`src/inc/voice_mode_params.svh`:
```
`ifndef VOICE_MODE_PARAMS_SVH
`define VOICE_MODE_PARAMS_SVH
`define ADDR_W          10
`define MODE_W          7
`define CUE_BIT         0
`define MERGE_BIT       1
`define RESV_BIT        2
`define LOOP_BIT        3
`define CONSEC_BIT      4
`define LEVEL_BIT       5
`define PUSH_BIT        6
`define TOP_BIT         8
`define SECOND_BIT      7
`define CLK_MHZ         250
`define DEBOUNCE_US     100
`define POWERUP_US      25
`define DEBOUNCE_CYC    (`DEBOUNCE_US * `CLK_MHZ)
`define POWERUP_CYC     (`POWERUP_US * `CLK_MHZ)
`define MEM_LAST        10'h3FF
`define ADDR_ZERO       10'h000
`endif

```
`src/inc/voice_mode_pkg.sv`:
```
package voice_mode_pkg;
  typedef enum logic [2:0] {
    ST_OFF     = 3'b000,
    ST_POWERUP = 3'b001,
    ST_RUN     = 3'b011,
    ST_PAUSE   = 3'b010,
    ST_DRAIN   = 3'b110
  } ctrl_state_t;

  typedef struct packed {
    logic cue;
    logic merge;
    logic loop;
    logic consec;
    logic level;
    logic push;
  } mode_t;

  typedef struct packed {
    logic [1:0] cs;
    logic [1:0] pd;
    logic [1:0] mk;
    logic       rec;
  } pin_sync_t;
endpackage

```
`src/core/pin_sync.sv`:
```
`timescale 1ns/100ps
`include "voice_mode_params.svh"
module pin_sync (
  input  wire logic                     sys_clk,
  input  wire logic                     resetn,
  input  wire logic                     chip_sel_n,
  input  wire logic                     power_down_stop,
  input  wire logic                     marker_seen,
  input  wire logic                     play_rec,
  output voice_mode_pkg::pin_sync_t     synced
);
  // Two sync flops plus an edge-detect flop per pin; stage one is read only by stage two
  logic [3:0] meta_reg;
  logic [3:0] sync_reg;
  logic [3:0] prev_reg;

  // Reset to idle pin levels so no false edge or stop level follows reset
  always_ff @(posedge sys_clk or negedge resetn) begin
    if (!resetn) begin
      meta_reg <= 4'h9;
      sync_reg <= 4'h9;
      prev_reg <= 4'h9;
    end else begin
      meta_reg <= {chip_sel_n, power_down_stop, marker_seen, play_rec};
      sync_reg <= meta_reg;
      prev_reg <= sync_reg;
    end
  end

  assign synced.cs  = {prev_reg[3], sync_reg[3]};
  assign synced.pd  = {prev_reg[2], sync_reg[2]};
  assign synced.mk  = {prev_reg[1], sync_reg[1]};
  assign synced.rec = sync_reg[0];
endmodule

```
`src/core/voice_mode_ctrl.sv`:
```
`timescale 1ns/100ps
`include "voice_mode_params.svh"
// Summary of operation
// - Cue mode: each chip select low pulse skips to the next message, playback only.
// - Merge mode: sequential recordings keep one end marker after the last.
// - Loop mode replays from address zero, wrapping without asserting overflow.
// - Pointer resets past an end marker unless consecutive mode is set.
// - Default: chip select edge-triggered in playback, level-sensitive in record.
// - Level mode: select low plays from zero, stops as soon as select rises.
// - Level mode: new select low restarts at zero unless consecutive mode set.
// - Push mode powers down after each cycle once select is high.
// - Push mode idle: select pulse starts playback or record per play/record.
// - Push mode: further pulse pauses keeping pointer; next pulse resumes.
// - Push mode: stop pulse ends cycle, zeroes pointer, powers down.
// - Push mode: end marker pin is an active-high run indicator.
// - Record pause keeps pointer and writes marker; switch to play starts at zero.
// - Record resume writes after the previous marker and raises run again.
// - With merge mode, resume erases the marker and records from its address.
// - Push recording ended by select or stop leaves an end marker.
// - Push playback pauses at a marker; following record continues there.
// - Push playback in overflow: select low restarts from zero.
// - Push mode: falling select ignored and power-down deferred until debounce.
// - Push mode works together with cue, merge and loop modes.
// - Low address bits are mode bits when both top address bits are high.
// - Mode bits sampled on each accepted falling select and held until the next.
module voice_mode_ctrl #(
  parameter int DEBOUNCE_CYC = `DEBOUNCE_CYC,
  parameter int POWERUP_CYC  = `POWERUP_CYC,
  parameter int ADDR_W       = `ADDR_W
) (
  input  wire logic              sys_clk,
  input  wire logic              resetn,
  input  wire logic              chip_sel_n,
  input  wire logic              power_down_stop,
  input  wire logic              play_rec,
  input  wire logic [8:0]        addr_in,
  input  wire logic              marker_seen,
  input  wire logic              sample_tick,
  output logic                   end_marker_n,
  output logic                   overflow_n,
  output logic                   powered_up,
  output logic                   playing,
  output logic                   recording,
  output logic [ADDR_W-1:0]      msg_addr,
  output logic                   marker_write,
  output logic                   marker_erase
);
  localparam logic [ADDR_W-1:0] LAST = ADDR_W'(`MEM_LAST);
  localparam int CNT_W = 32;

  typedef struct packed {
    voice_mode_pkg::ctrl_state_t state;
    voice_mode_pkg::mode_t       mode;
    logic                        mode_valid;
    logic                        is_rec;
    logic [ADDR_W-1:0]           ptr;
    logic [ADDR_W-1:0]           last_marker;
    logic                        have_marker;
    logic                        ovf;
    logic [CNT_W-1:0]            deb_cnt;
    logic [CNT_W-1:0]            pud_cnt;
    logic                        mk_wr;
    logic                        mk_er;
    logic                        eom_out_n;
    logic                        ovf_out_n;
  } ctrl_t;

  ctrl_t s_reg;
  ctrl_t s_next;
  voice_mode_pkg::pin_sync_t pins;
  logic [8:0] addr_meta_reg;
  logic [8:0] addr_sync_reg;

  pin_sync u_sync (
    .sys_clk         (sys_clk),
    .resetn          (resetn),
    .chip_sel_n      (chip_sel_n),
    .power_down_stop (power_down_stop),
    .marker_seen     (marker_seen),
    .play_rec        (play_rec),
    .synced          (pins)
  );

  always_ff @(posedge sys_clk or negedge resetn) begin
    if (!resetn) begin
      addr_meta_reg <= 9'h000;
      addr_sync_reg <= 9'h000;
    end else begin
      addr_meta_reg <= addr_in;
      addr_sync_reg <= addr_meta_reg;
    end
  end

  function automatic logic is_mode_addr(input logic [8:0] a);
    is_mode_addr = a[`TOP_BIT] & a[`SECOND_BIT];
  endfunction

  function automatic voice_mode_pkg::mode_t decode_mode(input logic [8:0] a);
    voice_mode_pkg::mode_t m;
    m.cue    = a[`CUE_BIT];
    m.merge  = a[`MERGE_BIT];
    m.loop   = a[`LOOP_BIT];
    m.consec = a[`CONSEC_BIT];
    m.level  = a[`LEVEL_BIT];
    m.push   = a[`PUSH_BIT];
    decode_mode = m;
  endfunction

  logic cs_fall;
  logic cs_rise;
  logic cs_low;
  logic pd_rise;
  logic pd_high;
  logic mk_hit;
  logic deb_done;
  logic pud_done;

  always_comb begin
    cs_low   = ~pins.cs[0];
    cs_fall  = pins.cs[1] & ~pins.cs[0];
    cs_rise  = ~pins.cs[1] & pins.cs[0];
    pd_high  = pins.pd[0];
    pd_rise  = ~pins.pd[1] & pins.pd[0];
    mk_hit   = ~pins.mk[1] & pins.mk[0];
    deb_done = (s_reg.deb_cnt >= CNT_W'(DEBOUNCE_CYC));
    pud_done = (s_reg.pud_cnt >= CNT_W'(POWERUP_CYC));
  end

  always_comb begin
    voice_mode_pkg::mode_t m;
    logic accept_fall;
    m = s_reg.mode;
    accept_fall = cs_fall & (deb_done | ~s_reg.mode.push);
    s_next = s_reg;
    s_next.mk_wr = 1'b0;
    s_next.mk_er = 1'b0;
    // Debounce: count select-high time; reset on any low
    if (cs_low)
      s_next.deb_cnt = '0;
    else if (!deb_done)
      s_next.deb_cnt = s_reg.deb_cnt + 1'b1;
    // Mode latch on every accepted falling select
    if (accept_fall) begin
      s_next.mode_valid = is_mode_addr(addr_sync_reg);
      s_next.mode = is_mode_addr(addr_sync_reg) ? decode_mode(addr_sync_reg) : '0;
      m = s_next.mode;
    end

    case (s_reg.state)
      voice_mode_pkg::ST_OFF: begin
        if (accept_fall) begin
          s_next.is_rec  = ~pins.rec;
          s_next.pud_cnt = '0;
          s_next.state   = voice_mode_pkg::ST_POWERUP;
          // Record/playback switch outside push mode returns to zero
          if (!m.push && (~pins.rec != s_reg.is_rec))
            s_next.ptr = '0;
          if (m.level && !(m.consec))
            s_next.ptr = '0;
          if (m.loop || s_reg.ovf) begin
            s_next.ptr = '0;
            s_next.ovf = 1'b0;
          end
          if (m.cue && pins.rec && s_reg.have_marker && !m.push)
            s_next.ptr = s_reg.last_marker + 1'b1;
        end
      end
      voice_mode_pkg::ST_POWERUP: begin
        s_next.pud_cnt = s_reg.pud_cnt + 1'b1;
        if (pud_done)
          s_next.state = voice_mode_pkg::ST_RUN;
        if (!s_reg.is_rec && m.level && !cs_low)
          s_next.state = voice_mode_pkg::ST_OFF;
      end
      voice_mode_pkg::ST_RUN: begin
        if (sample_tick) begin
          if (s_reg.ptr == LAST) begin
            if (m.loop && !s_reg.is_rec) begin
              s_next.ptr = '0;
            end else begin
              s_next.ovf   = 1'b1;
              s_next.state = m.push ? voice_mode_pkg::ST_DRAIN : voice_mode_pkg::ST_OFF;
            end
          end else begin
            s_next.ptr = s_reg.ptr + 1'b1;
          end
        end
        if (!s_reg.is_rec && mk_hit) begin
          s_next.last_marker = s_reg.ptr;
          s_next.have_marker = 1'b1;
          if (m.loop)
            s_next.ptr = '0;
          else if (m.push)
            s_next.state = voice_mode_pkg::ST_PAUSE;
          else begin
            s_next.state = voice_mode_pkg::ST_OFF;
            if (!m.consec)
              s_next.ptr = '0;
          end
        end
        // Default record is level-sensitive; level mode makes playback so too
        if (!m.push && cs_rise && (s_reg.is_rec || m.level)) begin
          s_next.state = voice_mode_pkg::ST_OFF;
          if (s_reg.is_rec) begin
            s_next.mk_wr = 1'b1;
            s_next.last_marker = s_reg.ptr;
            s_next.have_marker = 1'b1;
          end
        end
        if (m.push && accept_fall) begin
          s_next.state = voice_mode_pkg::ST_PAUSE;
          if (s_reg.is_rec) begin
            s_next.mk_wr = 1'b1;
            s_next.last_marker = s_reg.ptr;
            s_next.have_marker = 1'b1;
          end
        end
      end
      voice_mode_pkg::ST_PAUSE: begin
        if (accept_fall) begin
          if (s_reg.is_rec && pins.rec) begin
            s_next.is_rec = 1'b0;
            s_next.ptr    = '0;
          end else begin
            s_next.is_rec = ~pins.rec;
            if (!pins.rec && s_reg.is_rec) begin
              if (m.merge) begin
                s_next.mk_er = 1'b1;
                s_next.ptr   = s_reg.last_marker;
              end else begin
                s_next.ptr   = s_reg.last_marker + 1'b1;
              end
            end
            if (pins.rec && m.cue && s_reg.have_marker)
              s_next.ptr = s_reg.last_marker + 1'b1;
          end
          s_next.state = voice_mode_pkg::ST_RUN;
        end
      end
      voice_mode_pkg::ST_DRAIN: begin
        // Power-down waits for debounced high select
        if (!cs_low && deb_done)
          s_next.state = voice_mode_pkg::ST_OFF;
        if (accept_fall && s_reg.ovf) begin
          s_next.ptr   = '0;
          s_next.ovf   = 1'b0;
          s_next.is_rec = 1'b0;
          s_next.state = voice_mode_pkg::ST_RUN;
        end
      end
      default: s_next.state = voice_mode_pkg::ST_OFF;
    endcase

    if (m.push && pd_rise && s_reg.state != voice_mode_pkg::ST_OFF) begin
      if (s_reg.is_rec && s_reg.state == voice_mode_pkg::ST_RUN)
        s_next.mk_wr = 1'b1;
      s_next.ptr   = '0;
      s_next.ovf   = 1'b0;
      s_next.state = voice_mode_pkg::ST_OFF;
    end else if (!m.push && pd_high) begin
      s_next.ptr   = '0;
      s_next.state = voice_mode_pkg::ST_OFF;
    end

    if (m.push)
      s_next.eom_out_n = (s_next.state == voice_mode_pkg::ST_RUN);
    else
      s_next.eom_out_n = ~(!s_reg.is_rec && mk_hit);
    s_next.ovf_out_n = ~s_next.ovf;
  end

  always_ff @(posedge sys_clk or negedge resetn) begin
    if (!resetn) begin
      s_reg <= '{state: voice_mode_pkg::ST_OFF, default: '0};
      s_reg.eom_out_n <= 1'b1;
      s_reg.ovf_out_n <= 1'b1;
    end else begin
      s_reg <= s_next;
    end
  end

  assign end_marker_n = s_reg.eom_out_n;
  assign overflow_n   = s_reg.ovf_out_n;
  assign powered_up   = (s_reg.state != voice_mode_pkg::ST_OFF);
  assign playing      = (s_reg.state == voice_mode_pkg::ST_RUN) & ~s_reg.is_rec;
  assign recording    = (s_reg.state == voice_mode_pkg::ST_RUN) & s_reg.is_rec;
  assign msg_addr     = s_reg.ptr;
  assign marker_write = s_reg.mk_wr;
  assign marker_erase = s_reg.mk_er;
endmodule

```
`config.mk`:
```
export PLATFORM = sky130hd
export DESIGN_NAME = voice_mode_ctrl
export DESIGN_NICKNAME = d
export VERILOG_FILES = /design/src/inc/voice_mode_pkg.sv /design/src/core/pin_sync.sv /design/src/core/voice_mode_ctrl.sv
export VERILOG_INCLUDE_DIRS = /design/src /design/src/inc
export SDC_FILE = /design/constraint.sdc
export NUM_CORES = 1
export LEC_CHECK = 0
export BUFFER_PORTS_ARGS = -buffer_cell sky130_fd_sc_hd__buf_2
export CAP_MARGIN = 20
export CORE_MARGIN = 8
export CORE_UTILIZATION = 45
export DETAILED_ROUTE_END_ITERATION = 10
export HOLD_SLACK_MARGIN = 0.05
export PLACE_DENSITY = 0.65
export SYNTH_ARGS = -nofsm -noshare
export SYNTH_HDL_FRONTEND = slang
export SYNTH_SLANG_ARGS = --single-unit
export TNS_END_PERCENT = 5
```
`constraint.sdc`:
```
create_clock -name sys_clk -period 4.13 [get_ports sys_clk]
set_input_delay 0.413 -clock sys_clk [delete_from_list [all_inputs] [get_ports sys_clk]]
set_output_delay 0.413 -clock sys_clk [all_outputs]
set_load 0.005 [all_outputs]
```
Word level (Yosys, flattened, before mapping)
Cells that the tools add are included.

word-level totals
  flip-flop bits (word level) = 130
  bits of input ports = 16
  output and inout port bits = 17
  logic and storage cells = 168

operators by class
  add/sub/neg operators = 4
  order comparisons = 2
  eq/ne operators = 16
  mux-type cells = 71
  bitwise operators = 18
  reductions and logical operators = 34

operators with widths
  cell                                                                                    count
  10-bit two-way mux                                                                      15
  32-bit two-way mux                                                                      3
  11-bit two-way mux                                                                      8
  32-bit by 1-bit adder with 32-bit output (second input constant)                        2
  32-bit case mux with 2 select lines                                                     1
  3-bit two-way mux                                                                       16
  10-bit case mux with 4 select lines                                                     1
  32-bit by 13-bit greater-or-equal comparator with 1-bit output (second input constant)  1
  32-bit by 15-bit greater-or-equal comparator with 1-bit output (second input constant)  1
  21-bit two-way mux                                                                      1
  10-bit by 1-bit adder with 10-bit output (second input constant)                        2
  1-bit logical AND                                                                       20
  1-bit two-way mux                                                                       20
  3-bit case mux with 5 select lines                                                      1
  6-bit two-way mux                                                                       2
  4-bit != test (second input constant)                                                   3
  10-bit equality test (second input constant)                                            1
  3-bit by 2-bit equality test with 1-bit output (second input constant)                  3
  1-bit inverter                                                                          9
  1-bit bitwise AND                                                                       8
  2-bit != test (second input constant)                                                   4
  7-bit != test (second input constant)                                                   1
  6-bit != test (second input constant)                                                   1
  1-bit case mux with 3 select lines                                                      2
  other kinds (14)                                                                        19

Depth between registers and ports, before layout
Gate-level depths: netlist of the first run.

  word-level depth = 17
  mapped depth = 10
  depth with buffers taken out = 9

By module
A second synthesis of the first run with hierarchy kept.

unflattened totals
  cell total of the unflattened synthesis = 675
  area, all modules = 6530.0 µm²

modules (own cells, without submodules)
  module           instances  cells each  area each (µm²)  sequential area each (µm²)
  voice_mode_ctrl  1          664         6248.5           2905.3
  pin_sync         1          11          281.5            281.5

Worst setup path before layout of the first run
Ideal clock, no wire load.

  path type = register to register
  start point = register s_reg[48] (netlist name)
  end point = register s_reg (netlist bit msg_addr[8])
  setup time = 126 ps
  arrival time = 2807 ps
  slack = 1197 ps
  stages on the path, launching flop included = 10
  clock period less this slack = 2933 ps
  cells stage by stage = dfrtp_1 -> or4_4 -> a31o_4 -> o21a_2 -> nor2_4 -> mux2_2 -> o211a_4 -> or2_1 -> buf_6 -> o311a_1

between the ends
  longest elaborated chain between the ends = 15

RTL lines
  what                                                              line                    text
  start: declaration                                                voice_mode_ctrl.sv:68   ctrl_t s_reg;
  start signal: assignment                                          voice_mode_ctrl.sv:278  s_reg <= s_next;
  32-bit by 15-bit greater-or-equal comparator with 1-bit output *  voice_mode_ctrl.sv:125  deb_done = (s_reg.deb_cnt >= CNT_W'(DEBOUNCE_CYC));
  1-bit bitwise OR *                                                voice_mode_ctrl.sv:133  accept_fall = cs_fall & (deb_done | ~s_reg.mode.push);
  1-bit bitwise AND *                                               voice_mode_ctrl.sv:133
  6-bit two-way mux                                                 voice_mode_ctrl.sv:143  if (accept_fall) begin
  1-bit logical AND                                                 voice_mode_ctrl.sv:178  if (m.loop && !s_reg.is_rec) begin
  10-bit two-way mux                                                voice_mode_ctrl.sv:178
  10-bit two-way mux                                                voice_mode_ctrl.sv:177  if (s_reg.ptr == LAST) begin
  10-bit two-way mux                                                voice_mode_ctrl.sv:176  if (sample_tick) begin
  10-bit two-way mux                                                voice_mode_ctrl.sv:197  if (!m.consec)
  10-bit two-way mux                                                voice_mode_ctrl.sv:193  else if (m.push)
  10-bit two-way mux                                                voice_mode_ctrl.sv:191  if (m.loop)
  21-bit two-way mux                                                voice_mode_ctrl.sv:188  if (!s_reg.is_rec && mk_hit) begin
  10-bit case mux with 4 select lines                               voice_mode_ctrl.sv:149  case (s_reg.state)
  10-bit two-way mux                                                voice_mode_ctrl.sv:260  end else if (!m.push && pd_high) begin
  10-bit two-way mux                                                voice_mode_ctrl.sv:254  if (m.push && pd_rise && s_reg.state != voice_mode_pkg::ST_OFF) begin

Mark *: on every way between the ends. The rest lies on a longest branch, timed or not. The select of a mux whose other input is x is not followed.
A chain may end at the register's enable or synchronous reset.

Final worst setup path of the first run
  start point = register s_reg[48] (netlist name)
  end point = register s_reg (netlist bit msg_addr[7])

Same word-level chain as after synthesis.

==> results of run 1 <==
==> worst register-to-register path: cells and delay by family (launching register included) <==
kind               cells  cell delay (ns)
muxes                  1             0.42
AOI/OAI and AO/OA      4             1.13
and+or+nand+nor        3             1.34
DFF                    1             0.41
==> layout make-up <==
| type | instances | area (um^2) | area share |
|---|---|---|---|
| Clock buffer | 17 | 425 | 0.0578 |
| Clock inverter | 15 | 165 | 0.0224 |
| Inverter | 12 | 45.0 | 0.00612 |
| Multi-Input combinational cell | 505 | 3110 | 0.422 |
| Sequential cell | 127 | 3190 | 0.433 |
| Tap cell | 184 | 230 | 0.0313 |
| Timing Repair Buffer | 37 | 203 | 0.0275 |
==> cell families (layout without fill, tap and decap cells) <==
group,after synthesis,count (layout),share of synthesized area
AOI/OAI and AO/OA,160,160,0.168
xor gates and xnor gates,16,16,0.0215
adders and majority gates,8,8,0.0154
buffers and inverters,45,81,0.0344
DFF,127,127,0.489
muxes,20,20,0.0330
and+or+nand+nor,301,301,0.239
==> layer usage <==
| metal | GRT usage | part of all wire | up-vias | routed length (um) |
|---|---|---|---|---|
| met5 | 0 | 0 | - | 0 |
| met4 | 0.0665 | 0.013 | 0 | 209 |
| met3 | 0.0425 | 0.057 | 24 | 881 |
| met2 | 0.259 | 0.46 | 179 | 7110 |
| met1 | 0.242 | 0.47 | 2576 | 7310 |
| li1 | - | - | 2520 | - |
==> synth_stat cells, types with 4 or more instances <==
cell	n
o211ai_1	5
a211oi_1	5
o21a_1	6
nand4_1	14
xor2_1	4
nand3_1	43
mux2_2	12
nand2b_1	6
inv_1	12
and3_1	23
nand3b_1	4
a21boi_0	5
nand2_1	76
clkbuf_1	17
a311oi_1	4
nor3_1	12
o31ai_1	11
nor2b_1	8
dfrtp_1	120
mux2i_1	8
and2_1	31
and4_1	5
o21ai_0	46
ha_1	8
a31oi_1	16
nor4_1	16
buf_4	10
a21oi_1	22
o22ai_1	5
xnor2_1	12
nor2_1	45
dfstp_2	7
==> worst paths after layout <==
check	endpoint	slack (ns)	cells after the start
max in group asynchronous	u_sync.meta_reg[3]$_DFF_PN1_	3.06	2
worst min register to register	addr_sync_reg[6]$_DFF_PN0_	0.34	0
min in group asynchronous	s_reg[25]$_DFFE_PN0P_	0.10	1
worst max-delay path	msg_addr[7]$_DFFE_PN0P_	0.71	8
worst max register to register	msg_addr[7]$_DFFE_PN0P_	0.71	8
worst min-delay path	u_sync.meta_reg[0]$_DFF_PN1_	0.08	1
==> report_power, final <==
part           internal (mW)  total, mW  switching (mW)
Clock                  0.863       1.50           0.635
Sequential              1.30       1.38          0.0775
Combinational          0.137      0.421           0.284
==> through the flow <==
stage	cell area, um^2	hold WS (ns)
6_report	7360	0.0814
5_1_grt	7360	0.0681
4_1_cts	7360	0.0644
3_5_place_dp	6770	0.335
3_3_place_gp	6770	0.333
2_1_floorplan	6520	0.117
==> cell usage in the layout (no fill, tap or decap), types with 4 or more instances in the layout <==
cell         n
a211oi_1     5
a21boi_0     5
a21oi_1     22
a311oi_1     4
a31oi_1     16
and2_1      31
and3_1      23
and4_1       5
buf_2       30
buf_4        7
clkbuf_16   17
dfrtp_1    120
dfstp_2      7
ha_1         8
inv_1       12
inv_6        6
inv_8        6
mux2_2      12
mux2i_1      8
nand2_1     76
nand2b_1     6
nand3_1     43
nand3b_1     4
nand4_1     14
nor2_1      45
nor2b_1      8
nor3_1      12
nor4_1      16
o211ai_1     5
o21a_1       6
o21ai_0     46
o22ai_1      5
o31ai_1     11
xnor2_1     12
xor2_1       4
==> results.txt, run 1 <==
Wirelength per Cell - 17.3 um
DR pass1 iterations - 5
Leading area contributor after synthesis - dfrtp_1
GPL Wtd Cong - 0.898
Max Cap Viol - 0
DRC Markers - 0
Drt initial violations - 534
Rows - 44
Core Box Area - 14400 um^2
Max stage delay on crit path - 0.57 ns
First-pass GRT wire length - 26.2 mm
Mapped cell area - 6520 um^2
Filler cells - 1290
Worst slew pin tran - 1.12 ns
Sequential-to-total area share from yosys stat - 0.489
Chip width - 136 um
Final Slew Violations - 0
Crit-path slowest cell - or4_4
LEAKAGE - 3.30 nW
Fin. Hold Viols - 0
Reg-to-Reg Start - s_reg[48]$_DFFE_PN0N_
Highest Clock Rate - 292 MHz
Ys flop type - dfrtp_1
# setup viols final - 0
Hold Buf Count CTS - 0
Clk buf depth - 2
Worst relative slew slack - 0.256
Die H - 136 um
Nets@finish - 724
Worst path buffer plus inverter count - 0
Placed cells - 865
Setup crit start - s_reg[48]$_DFFE_PN0N_
Power per cell area - 448 nW/um^2
Global router's overall resource usage - 0.175
Post-CTS setup buffers - 0
Cts repair resizes - 0
# clock sinks - 127
Critical path class - reg2reg
Top cell type's share of synthesized area - 0.461
Worst vdd ir - 0.305 mV
Cell family with most CP delay - simple AND/OR/NAND/NOR gates
Top cells by area, synth - dfrtp_1, nand2_1, o21ai_0
Syn_nets - 701
Status - complete, no violations
CP Capture Type - register
Post-synth EDFFs - 0
Final wirelength - 15.5 mm
Asr flop ratio synth - 1.00
Yosys reg bits - 127
Tcrit/Tclk final - 0.829
Crit-path max FO - 18
Antenna fix cells - 0
Vias in the first global route - 5219
Min Tclk post-route - 3.42 ns
Vias post-DR - 5299
Post-DP HPWL - 10.8 mm
Largest net degree at the start of global routing - 71
Starting Density - 0.454
Pre-CTS WS - 0.767 ns
Layout Utilization - 0.512
GR Overflow Total - 0
Required time of the critical path - 4.42 ns
Post-Syn Instances - 677
Post-synth cell types - 70
Io pins - 33
IO buf count - 31
Die area - 18600 um^2
CTS H-tree lvls - 4
PnR worst setup slack - 0.708 ns
Ratio of cells with drive above 1 in the final layout - 0.153
Max reg flops - 86
Total negative slack - 0 ns
Cell Chain, Critical Path - or4_4 > a31o_4 > o21a_2 > nor2_4 > mux2_2 > o211a_4 > or2_1 > a221o_1
CTS tree - built
Clk_skew - 0.0131 ns
Unrepaired setup endpoints after global routing - no
Syn avg cell area - 9.63 um^2
Hold Crit Class - in2reg
Final ANT Viol Nets - 0
Pwr Total - 3.30 mW
Nature of the critical path startpoint - register
Synthesis-to-finish area growth - 13.0%
Clock-pin transition on the worst setup and hold timing paths - 0.07 ns
Syn. warnings - 0
Antenna violations before repair - 0
Clk Latency, worst-skew pair - 0.42 ns
Hold wc startpoint - play_rec
Final std cells w/o fill - 897
CP arrival - 3.72 ns
CTS Buf Count - 17
Via density - 5.91
CTS root buf - clkbuf_16
Power figures use the tool's default switching activity.
==> run 2: changes to the inputs <==
--- a/config.mk
+++ b/config.mk
@@ -6,6 +6,7 @@
 export SDC_FILE = /design/constraint.sdc
 export NUM_CORES = 1
 export LEC_CHECK = 0
+export ABC_AREA = 1
 export BUFFER_PORTS_ARGS = -buffer_cell sky130_fd_sc_hd__buf_2
 export CAP_MARGIN = 20
 export CORE_MARGIN = 8
==> constraint.sdc (replaced) <==
create_clock -name sys_clk -period 3.3 [get_ports sys_clk]
set_input_delay 0.33 -clock sys_clk [delete_from_list [all_inputs] [get_ports sys_clk]]
set_output_delay 0.33 -clock sys_clk [all_outputs]
set_load 0.005 [all_outputs]
==> run 2 against run 1 <==
- combinational power fell by 24%
- non-clock buffer count rose by 15
- global-route usage fell by 1.1 points
- via count rose by 0.42%
- first-iteration DRC count fell by 36%
- largest power group unchanged
- wire length fell by 8.2%
- synthesized cell count rose by 19%
- fmax rose by 41%
- critical endpoint is now end_marker_n$_DFF_PN1_
- sequential cell count did not move
- register-to-register slack improved by 0.16 ns
- core utilization rose by 1.7 points
==> results.txt, run 2 <==
Required time of the critical path - 3.64 ns (-0.78 ns)
Die area - 18700 um^2 (+0.46%)
Antenna fix cells - 0 (unchanged)
Filler cells - 1360 (+5.4%)
CTS root buf - clkbuf_16
CTS H-tree lvls - 4 (unchanged)
Most frequent cells in the layout - nand2_1, dfrtp_1, inv_1, nand3_1, nor2_1
IO buf count - 31 (unchanged)
Worst path buffer plus inverter count - 1 (+1)
Highest Clock Rate - 412 MHz (+41%)
Core Box Area - 14400 um^2 (unchanged)
DRC Markers - 0 (unchanged)
Ratio of cells with drive above 1 in the final layout - 0.140 (-0.0132)
Syn. warnings - 0 (unchanged)
Worst relative slew slack - 0.464 (+0.208)
Starting Density - 0.456 (+0.00235)
Io pins - 33 (unchanged)
Cts repair resizes - 0 (unchanged)
Worst vdd ir - 0.366 mV (+20%)
GPL Wtd Cong - 0.850 (-5.3%)
DR pass1 iterations - 5 (unchanged)
Worst Hold Slack - 0.347 ns (+0.266 ns)
Drt initial violations - 343 (-36%)
Post-synth cell types - 51 (-27%)
LEAKAGE - 3.60 nW (+9.1%)
Final wirelength - 14.2 mm (-8.2%)
Sw frac - 0.263 (-0.0395)
Clock-pin transition on the worst setup and hold timing paths - 0.06 ns (about the same)
Max Cap Viol - 0 (unchanged)
GR Overflow Total - 0 (unchanged)
CP dominant cell by count - nand2_1
Final ANT Viol Nets - 0 (unchanged)
Antenna violations before repair - 0 (unchanged)
Post-DP HPWL - 9.91 mm (-8.1%)
Status - complete, no violations
Global router's overall resource usage - 0.164 (-0.0107)
Sequential share of power - 0.433 (+0.015)
Pint - 2.85 mW (+24%)
CTS tree - built
Largest net degree at the start of global routing - 87 (+23%)
# clock sinks - 127 (unchanged)
Yosys reg bits - 127 (unchanged)
Syn_nets - 830 (+18%)
Power per cell area - 509 nW/um^2 (+14%)
Post-synth EDFFs - 0 (unchanged)
Max reg flops - 86 (unchanged)
Crit-path slowest cell - dfrtp_1
Die H - 137 um (+0.23%)
Wirelength per Cell - 13.6 um (-22%)
Clock network power share - 0.484 (+0.030)
Commonest non-fill, non-tap cell in the layout - nand2_1
Nets@finish - 877 (+21%)
Post-CTS setup buffers - 0 (unchanged)
Nature of the critical path startpoint - register
Syn avg cell area - 8.13 um^2 (-16%)
Most common library cells after synthesis - nand2_1, dfrtp_1, inv_1
Cell family with most CP delay - simple AND/OR/NAND/NOR gates
Post-Syn Instances - 806 (+19%)
Vias post-DR - 5321 (+0.42%)
Vias in the first global route - 5134 (-1.6%)
# setup viols final - 0 (unchanged)
Sw Pwr - 1.02 mW (+1.9%)
Chip width - 137 um (+0.23%)
Synthesis-to-finish area growth - 16.0%
CP Capture Type - register
Min Tclk post-route - 2.43 ns (-0.994 ns)
Asr flop ratio synth - 1.00 (unchanged)
Top cells by area, synth - dfrtp_1, nand2_1, inv_1
Ys flop type - dfrtp_1
CP arrival - 2.77 ns (-0.95 ns)
Leading area contributor after synthesis - dfrtp_1
Critical path class - reg2reg
Most instantiated library cell after synthesis - nand2_1
CTS Buf Count - 17 (unchanged)
Mapped cell area - 6550 um^2 (+0.52%)
Tcrit/Tclk final - 0.736 (-0.0930)
Sequential-to-total area share from yosys stat - 0.486 (-0.00252)
Clk_skew - 0.00888 ns (-0.00418 ns)
First-pass GRT wire length - 24.5 mm (-6.4%)
Top cell type's share of synthesized area - 0.458 (-0.00238)
Fin. Hold Viols - 0 (unchanged)
Crit-path max FO - 5 (-13)
Pwr Total - 3.87 mW (+17%)
Via density - 5.07 (-14%)
Rows - 44 (unchanged)
Final Slew Violations - 0 (unchanged)
Clk Latency, worst-skew pair - 0.42 ns (about the same)
Worst slew pin tran - 0.805 ns (-0.312 ns)
Clk buf depth - 2 (unchanged)
Hold Buf Count CTS - 13 (+13)
Combinational share of power - 0.083 (-0.045)
Unrepaired setup endpoints after global routing - no
Max stage delay on crit path - 0.42 ns (-0.15 ns)
Hold Crit Class - reg2reg
Total negative slack - 0 ns (unchanged)
Cell Chain, Critical Path - ha_1 > nand3_1 > nor2_1 > inv_1 > nor3_1 > nand2_1 > nor2_1 > nand3_1 > nand2_1 > nand3_1 > nand2_1 > nand2_1 > nand2_1 > nand2_1 > nand3_1 > nand2_1
## run 2: cell types whose count changed after synthesis, moves of 8 or more
cell / before / now
nor2b_1: 8 / 0
nor2_1: 45 / 64
mux2_2: 12 / 0
inv_1: 12 / 113
nor3_1: 12 / 22
o31ai_1: 11 / 2
and2_1: 31 / 0
nand3_1: 43 / 70
nand2_1: 76 / 180
xnor2_1: 12 / 1
nor4_1: 16 / 8
a31oi_1: 16 / 2
and3_1: 23 / 2
a21oi_1: 22 / 30
## run 2: final timing paths
path                                            start                          to  slack, ns  depth (start not counted)
setup / recovery              msg_addr[0]$_DFFE_PN0P_      end_marker_n$_DFF_PN1_       0.87                         16
hold / removal             addr_meta_reg[8]$_DFF_PN0_  addr_sync_reg[8]$_DFF_PN0_       0.35                          0
setup reg to reg              msg_addr[0]$_DFFE_PN0P_      end_marker_n$_DFF_PN1_       0.87                         16
hold reg to reg            addr_meta_reg[8]$_DFF_PN0_  addr_sync_reg[8]$_DFF_PN0_       0.35                          0
max in group asynchronous                      resetn        overflow_n$_DFF_PN1_       1.91                          3
min in group asynchronous                      resetn  addr_meta_reg[6]$_DFF_PN0_       0.54                          2
## run 2: metal layers
metal  vias up  track usage  part of all wire
li1       2746            -                 -
met5         -            0                 0
met3        19       0.0360             0.046
met1      2449        0.217              0.48
met2       107        0.257              0.45
met4         0       0.0665             0.019
## run 2: worst register-to-register path: stages, from the launching register on
cell,delay [ns]
dfrtp_1,0.42
ha_1,0.22
nand3_1,0.13
nor2_1,0.15
inv_1,0.09
nor3_1,0.21
nand2_1,0.13
nor2_1,0.29
nand3_1,0.19
nand2_1,0.09
nand3_1,0.06
nand2_1,0.06
nand2_1,0.04
nand2_1,0.10
nand2_1,0.06
nand3_1,0.06
nand2_1,0.07
## run 2: final cells by class
cell class	instances	area (um^2)	area share
clock buffers	17	425	0.0560
clock inverters	15	173	0.0227
inverters	118	445	0.0586
multi-input cells	537	2790	0.367
flip-flops and latches	127	3190	0.419
well taps	184	230	0.0303
repair buffers	52	352	0.0462
## run 2: power by group through the flow
stage	Combinational (mW)	Sequential [mW]	Clock, mW
final	0.319	1.68	1.87
after global routing	0.367	1.68	1.98
after CTS	0.324	1.68	1.92
after detailed placement	0.310	1.70	0
after global placement	0.307	1.70	0
after floorplan	0.200	1.69	0
## run 2: cell families (layout without fill, tap and decap cells)
family          Yosys count  after routing  share of synthesized area
compound gates          128            128                      0.117
buf+inv                 142            202                     0.0884
xor+xnor                 10             10                     0.0134
flops                   127            127                      0.486
fa+ha+maj                 8              8                     0.0153
simple gates            390            390                      0.278
mux                       1              1                    0.00153
## run 2: per-stage QoR
| stage | worst slack [ns] | cells | instance area (um^2) | util |
|---|---|---|---|---|
| after detailed placement | 0.888 | 1005 | 6870 | 0.478 |
| after global routing | 0.514 | 1050 | 7600 | 0.529 |
| final | 0.872 | 1050 | 7600 | 0.529 |
| after global placement | 0.894 | 1005 | 6870 | 0.478 |
| after CTS | 0.871 | 1050 | 7600 | 0.529 |
| after floorplan | 1.25 | 806 | 6550 | - |
